[src/hdl/rsie_defs.svh]
// register offsets, field positions, reset values and timing for the receive
// status and interrupt enable block; included by the irq logic and its bench
`ifndef RSIE_DEFS_SVH
`define RSIE_DEFS_SVH

// ----------------------------------------------------------------------------
// register byte offsets on apb
// ----------------------------------------------------------------------------
`define RSIE_OFS_RX_STATUS 8'h00
`define RSIE_OFS_TX_IRQ_EN 8'h04
`define RSIE_OFS_RX_IRQ_EN 8'h08
`define RSIE_OFS_RX_MODE 8'h0c
`define RSIE_OFS_DMA_BURST 8'h10

// ----------------------------------------------------------------------------
// receive status bit positions
// ----------------------------------------------------------------------------
`define RSIE_BIT_PKT_STORED 7
`define RSIE_BIT_READ_TMO 6
`define RSIE_BIT_DMA_DONE 5
`define RSIE_BIT_REMOTE 4
`define RSIE_BIT_RUNT 3
`define RSIE_BIT_ALIGN 2
`define RSIE_BIT_CRC 1
`define RSIE_BIT_OVERFLOW 0

// ----------------------------------------------------------------------------
// receive mode bits and stored header status positions
// ----------------------------------------------------------------------------
`define RSIE_BIT_KEEP_ERRORED 5
`define RSIE_BIT_KEEP_RUNT 3
`define RSIE_HDR_GOOD 5
`define RSIE_MODE_MASK 8'h28

// ----------------------------------------------------------------------------
// reset values, masks, runt minimum length and remote type value
// ----------------------------------------------------------------------------
`define RSIE_RST_BYTE 8'h00
`define RSIE_TX_EN_MASK 8'h8e
`define RSIE_RUNT_MIN_LEN 11'h03c
`define RSIE_REMOTE_TYPE 16'h0900

// ----------------------------------------------------------------------------
// timing
// ----------------------------------------------------------------------------
`define RSIE_CLK_PERIOD_NS 50
`define RSIE_READ_TMO_NS 2400000
`define RSIE_READ_TMO_CYCLES (`RSIE_READ_TMO_NS / `RSIE_CLK_PERIOD_NS)

`endif

[src/hdl/rsie_pkg.sv]
// types shared by the receive status and interrupt enable block
// assumes rsie_defs.svh is on the include path
`default_nettype none

package rsie_pkg;

  // one report per finished frame from the receive datapath
  typedef struct packed {
    logic done;
    logic [10:0] len;
    logic [15:0] lenType;
    logic alignErr;
    logic crcErr;
    logic bufFull;
  } rsie_frame_t;

  typedef enum logic [2:0] {
    RSIE_TMO_IDLE = 3'b001,
    RSIE_TMO_COUNT = 3'b010,
    RSIE_TMO_HOLD = 3'b100
  } rsie_tmo_e;

  typedef struct packed {
    rsie_tmo_e fsm;
    logic [15:0] cnt;
    logic expire;
  } rsie_tmo_state_t;

  typedef struct packed {
    logic [7:0] rxStat;
    logic [7:0] txIe;
    logic [7:0] rxIe;
    logic [7:0] rxMode;
    logic [7:0] dmaBurst;
    logic [31:0] prdata;
    logic pready;
    logic pslverr;
    logic irq;
    logic dmaReq;
    logic [7:0] hdrStatus;
    logic hdrStrobe;
    logic eopPrev;
  } rsie_top_state_t;

endpackage

`default_nettype wire

[src/hdl/rsie_sync.sv]
// two flip-flop synchroniser for pins entering the ref_clk domain
// assumes a level input that stays put for at least two clock periods
`default_nettype none

module rsie_sync #(
  parameter int WIDTH = 1
) (
  // clock and reset
  input wire logic ref_clk,
  input wire logic arst_n,
  // level in and out
  input wire logic [WIDTH-1:0] din,
  output logic [WIDTH-1:0] dout
);
  logic [WIDTH-1:0] meta_q;

  // meta_q feeds only the second stage
  always_ff @(posedge ref_clk or negedge arst_n) begin
    if (!arst_n) begin
      meta_q <= '0;
      dout <= '0;
    end else begin
      meta_q <= din;
      dout <= meta_q;
    end
  end
endmodule

`default_nettype wire

[src/hdl/rsie_read_timeout.sv]
// watchdog on a host memory read strobe that gets no ready answer
// assumes strobe already synchronised and dataReady from the ref_clk domain
`default_nettype none

module rsie_read_timeout
  import rsie_pkg::*;
#(
  parameter int unsigned CYCLES = 48000
) (
  // clock and reset
  input wire logic ref_clk,
  input wire logic arst_n,
  // strobe and buffer state
  input wire logic strobe,
  input wire logic dataReady,
  // one-cycle pulse on expiry
  output logic expire
);
  localparam logic [15:0] LAST = 16'(CYCLES - 1);

  rsie_tmo_state_t st_q, st_d;

  always_comb begin
    st_d = st_q;
    st_d.expire = 1'b0;
    case (st_q.fsm)
      RSIE_TMO_IDLE: begin
        if (strobe && !dataReady) begin
          st_d.fsm = RSIE_TMO_COUNT;
          st_d.cnt = 16'h0001;
        end
      end
      RSIE_TMO_COUNT: begin
        if (!strobe || dataReady) begin
          st_d.fsm = RSIE_TMO_IDLE;
        end else if (st_q.cnt >= LAST) begin
          // one flag per strobe, then wait for the strobe to drop
          st_d.fsm = RSIE_TMO_HOLD;
          st_d.expire = 1'b1;
        end else begin
          st_d.cnt = st_q.cnt + 16'h0001;
        end
      end
      RSIE_TMO_HOLD: begin
        if (!strobe) begin
          st_d.fsm = RSIE_TMO_IDLE;
        end
      end
      default: st_d.fsm = RSIE_TMO_IDLE;
    endcase
  end

  always_ff @(posedge ref_clk or negedge arst_n) begin
    if (!arst_n) begin
      st_q <= '{fsm: RSIE_TMO_IDLE, cnt: 16'h0000, expire: 1'b0};
    end else begin
      st_q <= st_d;
    end
  end

  assign expire = st_q.expire;
endmodule

`default_nettype wire

[src/hdl/rsie_irq_logic.sv]
// receive status flags, interrupt enables and interrupt output, as an apb slave
// assumes frame reports and dma requests come from ref_clk logic; eop and the
// host memory read strobe are pins and get synchronised here
//
// Notes on behaviour
// - set packet-stored flag whenever a received frame is written to the buffer
// - set read-timeout flag when read strobe gets no ready within 2.4 ms
// - set dma-finished flag on eop; while set, never raise the dma request
// - dma-finished clears by writing one to it or zero to burst control
// - set remote-type flag when length/type equals 0900H, high byte first (the code sets it only for stored frames)
// - set runt flag for frames under 60 bytes, preamble and crc excluded
// - set alignment flag when frame ends with one to seven extra bits
// - set crc flag when the frame check sequence mismatches
// - set overflow flag when a frame is rejected because the buffer is full
// - with either keep bit set, copy runt, align, crc into header status (keep-runt alone still discards align or crc errored frames)
// - with both keep bits clear, discard every errored frame unstored
// - status writes clear only the bits written as ones; zeros leave them alone
// - clearing a flag withdraws its interrupt in the same write
// - each receive flag interrupts only while its enable bit is high
// - transmit enables exist only at bits 7, 3, 2 and 1
// - five flags describe the latest stored frame, updated on each store
`default_nettype none
`include "rsie_defs.svh"

module rsie_irq_logic #(
  parameter int unsigned READ_TMO_CYCLES = `RSIE_READ_TMO_CYCLES
) (
  // clock and reset
  input wire logic ref_clk,
  input wire logic arst_n,
  // apb slave
  input wire logic psel,
  input wire logic penable,
  input wire logic pwrite,
  input wire logic [7:0] paddr,
  input wire logic [31:0] pwdata,
  output logic [31:0] prdata,
  output logic pready,
  output logic pslverr,
  // receive datapath
  input wire rsie_pkg::rsie_frame_t frame,
  input wire logic rdDataReady,
  output logic hdrStrobe,
  output logic [7:0] hdrStatus,
  // host pins
  input wire logic hostMemRdPin,
  input wire logic dmaEopPin,
  // dma engine and transmit section
  input wire logic dreqRaw,
  output logic dmaReq,
  input wire logic [7:0] txStatus,
  // interrupt to host
  output logic irq
);
  import rsie_pkg::*;

  // --------------------------------------------------------------------------
  // pin synchronisers and read watchdog
  // --------------------------------------------------------------------------
  logic memRdSync;
  logic eopSync;
  logic tmoExpire;

  rsie_sync #(
    .WIDTH(2)
  ) u_pin_sync (
    .ref_clk(ref_clk),
    .arst_n(arst_n),
    .din({hostMemRdPin, dmaEopPin}),
    .dout({memRdSync, eopSync})
  );

  rsie_read_timeout #(
    .CYCLES(READ_TMO_CYCLES)
  ) u_read_tmo (
    .ref_clk(ref_clk),
    .arst_n(arst_n),
    .strobe(memRdSync),
    .dataReady(rdDataReady),
    .expire(tmoExpire)
  );

  // --------------------------------------------------------------------------
  // frame classification
  // --------------------------------------------------------------------------
  rsie_top_state_t st_q, st_d;
  logic isRunt;
  logic isRemote;
  logic anyErr;
  logic keepErrored;
  logic keepRunt;
  logic storeNow;
  logic eopRise;

  always_comb begin
    isRunt = frame.len < `RSIE_RUNT_MIN_LEN;
    isRemote = frame.lenType == `RSIE_REMOTE_TYPE;
    anyErr = isRunt | frame.alignErr | frame.crcErr;
    keepErrored = st_q.rxMode[`RSIE_BIT_KEEP_ERRORED];
    keepRunt = st_q.rxMode[`RSIE_BIT_KEEP_RUNT];
    // runt keeping only rescues frames that are otherwise clean
    storeNow = frame.done && !frame.bufFull &&
               (!anyErr || keepErrored ||
                (keepRunt && !frame.alignErr && !frame.crcErr));
    eopRise = eopSync && !st_q.eopPrev;
  end

  // --------------------------------------------------------------------------
  // apb decode
  // --------------------------------------------------------------------------
  logic setupPh;
  logic wrEn;
  logic addrHit;
  logic [7:0] rdByte;

  always_comb begin
    setupPh = psel && !penable;
    wrEn = psel && penable && pwrite && st_q.pready;
    addrHit = 1'b1;
    rdByte = 8'h00;
    if (paddr == `RSIE_OFS_RX_STATUS) begin
      rdByte = st_q.rxStat;
    end else if (paddr == `RSIE_OFS_TX_IRQ_EN) begin
      rdByte = st_q.txIe;
    end else if (paddr == `RSIE_OFS_RX_IRQ_EN) begin
      rdByte = st_q.rxIe;
    end else if (paddr == `RSIE_OFS_RX_MODE) begin
      rdByte = st_q.rxMode;
    end else if (paddr == `RSIE_OFS_DMA_BURST) begin
      rdByte = st_q.dmaBurst;
    end else begin
      addrHit = 1'b0;
    end
  end

  // --------------------------------------------------------------------------
  // next state
  // --------------------------------------------------------------------------
  logic [7:0] statSet;
  logic [7:0] statClr;

  always_comb begin
    st_d = st_q;
    statSet = 8'h00;
    statClr = 8'h00;

    // no wait state: answer is prepared in setup, completes in first access
    st_d.pready = setupPh;
    st_d.pslverr = setupPh && !addrHit;
    st_d.prdata = setupPh ? {24'h000000, rdByte} : 32'h00000000;

    statSet[`RSIE_BIT_PKT_STORED] = storeNow;
    statSet[`RSIE_BIT_READ_TMO] = tmoExpire;
    statSet[`RSIE_BIT_DMA_DONE] = eopRise;
    statSet[`RSIE_BIT_REMOTE] = storeNow && isRemote;
    // error flags rise even on frames discarded for errors so error-only monitoring works
    statSet[`RSIE_BIT_RUNT] = frame.done && !frame.bufFull && isRunt;
    statSet[`RSIE_BIT_ALIGN] = frame.done && !frame.bufFull && frame.alignErr;
    statSet[`RSIE_BIT_CRC] = frame.done && !frame.bufFull && frame.crcErr;
    statSet[`RSIE_BIT_OVERFLOW] = frame.done && frame.bufFull;

    if (wrEn) begin
      if (paddr == `RSIE_OFS_RX_STATUS) begin
        statClr = pwdata[7:0];
      end else if (paddr == `RSIE_OFS_TX_IRQ_EN) begin
        st_d.txIe = pwdata[7:0] & `RSIE_TX_EN_MASK;
      end else if (paddr == `RSIE_OFS_RX_IRQ_EN) begin
        st_d.rxIe = pwdata[7:0];
      end else if (paddr == `RSIE_OFS_RX_MODE) begin
        st_d.rxMode = pwdata[7:0] & `RSIE_MODE_MASK;
      end else if (paddr == `RSIE_OFS_DMA_BURST) begin
        st_d.dmaBurst = pwdata[7:0];
        if (pwdata[7:0] == 8'h00) begin
          statClr[`RSIE_BIT_DMA_DONE] = 1'b1;
        end
      end
    end

    // a flag set in the clearing cycle survives
    st_d.rxStat = (st_q.rxStat & ~statClr) | statSet;

    // interrupt follows the new flags, so a clear drops it on the same edge
    st_d.irq = |(st_d.rxStat & st_d.rxIe) |
               |(txStatus & st_d.txIe & `RSIE_TX_EN_MASK);

    st_d.dmaReq = dreqRaw && !st_d.rxStat[`RSIE_BIT_DMA_DONE];

    st_d.hdrStrobe = storeNow;
    if (storeNow) begin
      st_d.hdrStatus = 8'h00;
      st_d.hdrStatus[`RSIE_HDR_GOOD] = !anyErr;
      st_d.hdrStatus[`RSIE_BIT_REMOTE] = isRemote;
      st_d.hdrStatus[`RSIE_BIT_RUNT] = isRunt;
      st_d.hdrStatus[`RSIE_BIT_ALIGN] = frame.alignErr;
      st_d.hdrStatus[`RSIE_BIT_CRC] = frame.crcErr;
    end

    st_d.eopPrev = eopSync;
  end

  // --------------------------------------------------------------------------
  // state register
  // --------------------------------------------------------------------------
  always_ff @(posedge ref_clk or negedge arst_n) begin
    if (!arst_n) begin
      st_q <= '0;
      st_q.rxStat <= `RSIE_RST_BYTE;
      st_q.txIe <= `RSIE_RST_BYTE;
      st_q.rxIe <= `RSIE_RST_BYTE;
      st_q.rxMode <= `RSIE_RST_BYTE;
      st_q.dmaBurst <= `RSIE_RST_BYTE;
    end else begin
      st_q <= st_d;
    end
  end

  assign prdata = st_q.prdata;
  assign pready = st_q.pready;
  assign pslverr = st_q.pslverr;
  assign irq = st_q.irq;
  assign dmaReq = st_q.dmaReq;
  assign hdrStatus = st_q.hdrStatus;
  assign hdrStrobe = st_q.hdrStrobe;

  logic wrStat;
  logic dmaBurstZero;
  assign wrStat = wrEn && paddr == `RSIE_OFS_RX_STATUS;
  assign dmaBurstZero = wrEn && paddr == `RSIE_OFS_DMA_BURST && pwdata[7:0] == 8'h00;
endmodule

`default_nettype wire

[config.mk]
export PLATFORM = sky130hd
export DESIGN_NAME = rsie_irq_logic
export DESIGN_NICKNAME = d
export VERILOG_FILES = /design/src/hdl/rsie_pkg.sv /design/src/hdl/rsie_sync.sv /design/src/hdl/rsie_read_timeout.sv /design/src/hdl/rsie_irq_logic.sv
export VERILOG_INCLUDE_DIRS = /design/src /design/src/hdl
export SDC_FILE = /design/constraint.sdc
export NUM_CORES = 1
export LEC_CHECK = 0
export BUFFER_PORTS_ARGS = -buffer_cell sky130_fd_sc_hd__buf_2
export CORE_MARGIN = 2
export CORE_UTILIZATION = 30
export CTS_CLUSTER_SIZE = 20
export DETAILED_ROUTE_END_ITERATION = 6
export GPL_TIMING_DRIVEN = 0
export HOLD_SLACK_MARGIN = 0.02
export PLACE_DENSITY = 0.53
export SYNTH_ARGS = -nofsm -noshare
export SYNTH_HDL_FRONTEND = slang
export SYNTH_SLANG_ARGS = --single-unit
[constraint.sdc]
create_clock -name ref_clk -period 2.27 [get_ports ref_clk]
set_clock_uncertainty 0.05 [all_clocks]
set_input_delay 0.1135 -clock ref_clk [delete_from_list [all_inputs] [get_ports ref_clk]]
set_output_delay 0.1135 -clock ref_clk [all_outputs]
set_load 0.01 [all_outputs]
==> impl_metrics.env <==
export IMPL_final_common_cell="dfrtp_1"
export IMPL_clkSinkCount=77
export IMPL_die_y_um=119.8
export IMPL_crit_slowest_cell="or4b_4"
export IMPL_clock_path_buffers=2
export IMPL_synth_top_area_share_pct=47.31
export IMPL_cp_start_kind="flip-flop"
export IMPL_drtIter0Drc=204
export IMPL_grt_pass1_wl_mm=15.74
export IMPL_crit_path_max_fanout=7
export IMPL_synthTopCellsByArea="dfrtp_1 47%, buf_4 7.5%, mux2_2 5.0%, mux2i_1 3.0%, a21oi_1 2.2%"
export IMPL_layout_common_cells="75 x dfrtp_1, 74 x buf_2, 56 x buf_4, 27 x conb_1, 22 x nand2_1"
export IMPL_worstMarginPinSlew_ns=1.195
export IMPL_portBuffers=75
export IMPL_stdcell_area_mm2=0.005344
export IMPL_finalHoldViolCount=0
export IMPL_firstDrtPassIters=4
export IMPL_multi_input_area_mm2=0.001846
export IMPL_setup_slack_ns=-0.1096
export IMPL_cts_clk_slew_worst_paths_ns=0.06
export IMPL_avgViaCountPerCell=4.764
export IMPL_rr_endpoint="irq"
export IMPL_h_tree_depth=3
export IMPL_dieArea_mm2=0.01434
export IMPL_final_max_slew_viol_count=0
export IMPL_synth_cells=387
export IMPL_power_frac_comb_pct=10.5
export IMPL_run_status="complete, but fails checks"
export IMPL_yosysUniqueCellTypes=62
export IMPL_arrival_ns=2.53
export IMPL_violations="negative setup slack"
export IMPL_hpwl_mm=7.141
export IMPL_finalSetupViolCount=1
export IMPL_grt_max_degree=47
export IMPL_fillers=1323
export IMPL_cell_internal_pwr_w=0.002666
export IMPL_synth_main_ff_cell="dfrtp_1"
export IMPL_min_to="st_q[78]"
export IMPL_crit_path_max_incr_delay_ns=0.50
export IMPL_max_vdd_ir_drop_v=0.0002791
export IMPL_n_antenna_cell=0
export IMPL_worstHoldStart="frame[0]"
export IMPL_cts_root_buf="clkbuf_16"
export IMPL_coreArea_mm2=0.01319
export IMPL_swShare_pct=22.16
export IMPL_seq_power_share_pct=42.0
export IMPL_worstSkewPairLatency_ns=0.33
export IMPL_numCtsBuffers=9
export IMPL_seq_area_mm2=0.001929
export IMPL_place_area_mm2=0.004747
export IMPL_rsz0062_at_grt="true"
export IMPL_fin_nets=610
export IMPL_holdPathStages=2
export IMPL_power_switching_w=0.0007589
export IMPL_yosysWarnings=0
export IMPL_final_cells=702
export IMPL_placed_cells=665
export IMPL_hp_class="primary input to flip-flop"
export IMPL_grt_pass1_vias=3268
export IMPL_hold_slack_ns=0.04148
export IMPL_r2r_start="pready"
export IMPL_synth_seq_cells=77
export IMPL_tritoncts="yes"
export IMPL_die_width_um=119.8
export IMPL_synth_edf_count=0
export IMPL_reg2reg_depth=7
export IMPL_max_slew_margin_pct=19.57
export IMPL_maxCapViolCount=0
export IMPL_power_density_mw_per_mm2=640.8
export IMPL_crit_chain="nand4_1, nor4_4, nand3b_1, buf_6, mux2_4, a222oi_1, or4b_4"
export IMPL_synthArstFlopShare_pct=100.0
export IMPL_route_detailed_drc=0
export IMPL_ant_nets=0
export IMPL_post_drt_wl_per_cell_um=13.98
export IMPL_vias=3344
export IMPL_gp_congestion=0.8487
export IMPL_post_route_period_util_pct=104.8
export IMPL_p_leak_nw=2.667
export IMPL_synth_cell_area_mm2=0.004020
export IMPL_drive_gt1_share_pct=35.55
export IMPL_reg2reg_setup_slack_ns=-0.11
export IMPL_area_growth_pct=32.93
export IMPL_end_kind="flip-flop"
export IMPL_placementRows=42
export IMPL_gr_total_overflow=0
export IMPL_critical_path_class="flip-flop to flip-flop"
export IMPL_start_util_pct=30.48
export IMPL_wirelength_mm=9.815
export IMPL_clkPwrFrac_pct=47.5
export IMPL_min_period_ns=2.380
export IMPL_grt_total_usage_pct=14.03
export IMPL_clock_fmax_mhz=420.2
export IMPL_io_pins=133
export IMPL_antenna_found_initial=0
export IMPL_yosysTopAreaCell="dfrtp_1"
export IMPL_yosysSeqAreaShare_pct=47.96
export IMPL_crit_required_ns=2.42
export IMPL_syn_area_per_cell_um2=10.39
## metrics by stage
step / utilization (%) / setup slack, ns / setup TNS (ns) / power (W)
after global routing: 40.51 / -0.1729 / -0.2812 / 0.003571
after CTS: 39.58 / -0.1042 / -0.1042 / 0.003449
after floorplan: - / -0.1060 / -0.1060 / 0.001625
after global placement: 35.76 / -0.3769 / -3.848 / 0.001764
after detailed placement: 35.99 / -0.3862 / -3.547 / 0.001776
final: 40.51 / -0.1096 / -0.1096 / 0.003424
## registers in the layout, indices dropped and copies added, names as in the netlist, named ones only
signal / cells
u_pin_sync.dout: 2
u_pin_sync.meta_q: 2
hdrStatus: 5
st_q: 29
pready: 1
keepRunt: 1
hdrStrobe: 1
dmaReq: 1
prdata: 8
keepErrored: 1
u_read_tmo.expire: 1
pslverr: 1
u_read_tmo.st_q: 19
irq: 1
## cells in the mapped netlist, drive strengths merged, types with 5 or more instances
master / n
dfrtp: 76
a21o: 5
nand2: 22
nor2: 18
a211oi: 8
and2: 6
nand4: 7
mux2: 22
o21ai: 10
mux2i: 12
and3: 8
clkbuf: 7
a22oi: 6
nor2b: 6
inv: 20
nor3b: 6
nand2b: 7
buf: 42
nand3: 9
nor4: 10
a221o: 6
nor3: 9
a21oi: 18
## timing repair
action	in CTS	in global routing
hold buffers	8	0
pin swaps	3	14
buffers inserted	2	12
gates resized for setup	11	7
endpoints found under the hold margin	38	0
endpoints found under the setup margin	16	14
## worst max-delay path: cells and delay by family (launching register included)
kind                   cells  cell delay (ns)
AOI/OAI and AO/OA          1             0.28
buffers and inverters      1             0.16
DFF                        1             0.36
muxes                      1             0.30
and+or+nand+nor            4             1.09
## power groups by stage
stage / registers [W] / logic [W] / clock network, W
2_1_floorplan: 0.00145 / 0.000172 / 0
3_3_place_gp: 0.00146 / 0.000304 / 0
3_5_place_dp: 0.00146 / 0.000315 / 0
4_1_cts: 0.00144 / 0.000329 / 0.00168
5_1_grt: 0.00144 / 0.000393 / 0.00173
6_report: 0.00144 / 0.000358 / 0.00163
## per-layer routing
metal	global-route usage [%]	vias to the layer above	share of wire, %
li1	-	1617	-
met1	17.09	1640	43
met2	23.86	73	50
met3	3.137	14	3.8
met4	6.029	0	2.3
met5	0	-	0
## final cells by class
cell class / instances / area share (%)
Tap cell: 176 / 4.121
Buffer: 48 / 6.392
Inverter: 20 / 1.452
Clock buffer: 11 / 4.355
Clock inverter: 5 / 1.990
Timing Repair Buffer: 98 / 11.05
Multi-Input combinational cell: 267 / 34.54
Sequential cell: 77 / 36.10
## cells by family after synthesis
logic type	share of synthesized area (%)
xor gates and xnor gates	0.2179
DFF	47.96
AOI/OAI and AO/OA	14.69
and+or+nand+nor	17.02
adders and majority gates	0.3112
other	0.09328
buffers and inverters	10.36
muxes	9.337
## how the worst max path moves through the flow
stage / startpoint / end
after floorplan: paddr[7] / irq
after CTS: pready / irq
after global placement: paddr[2] / irq
after global routing: pready / irq
after detailed placement: paddr[7] / irq
final: pready / irq
Power figures use the tool's default switching activity.
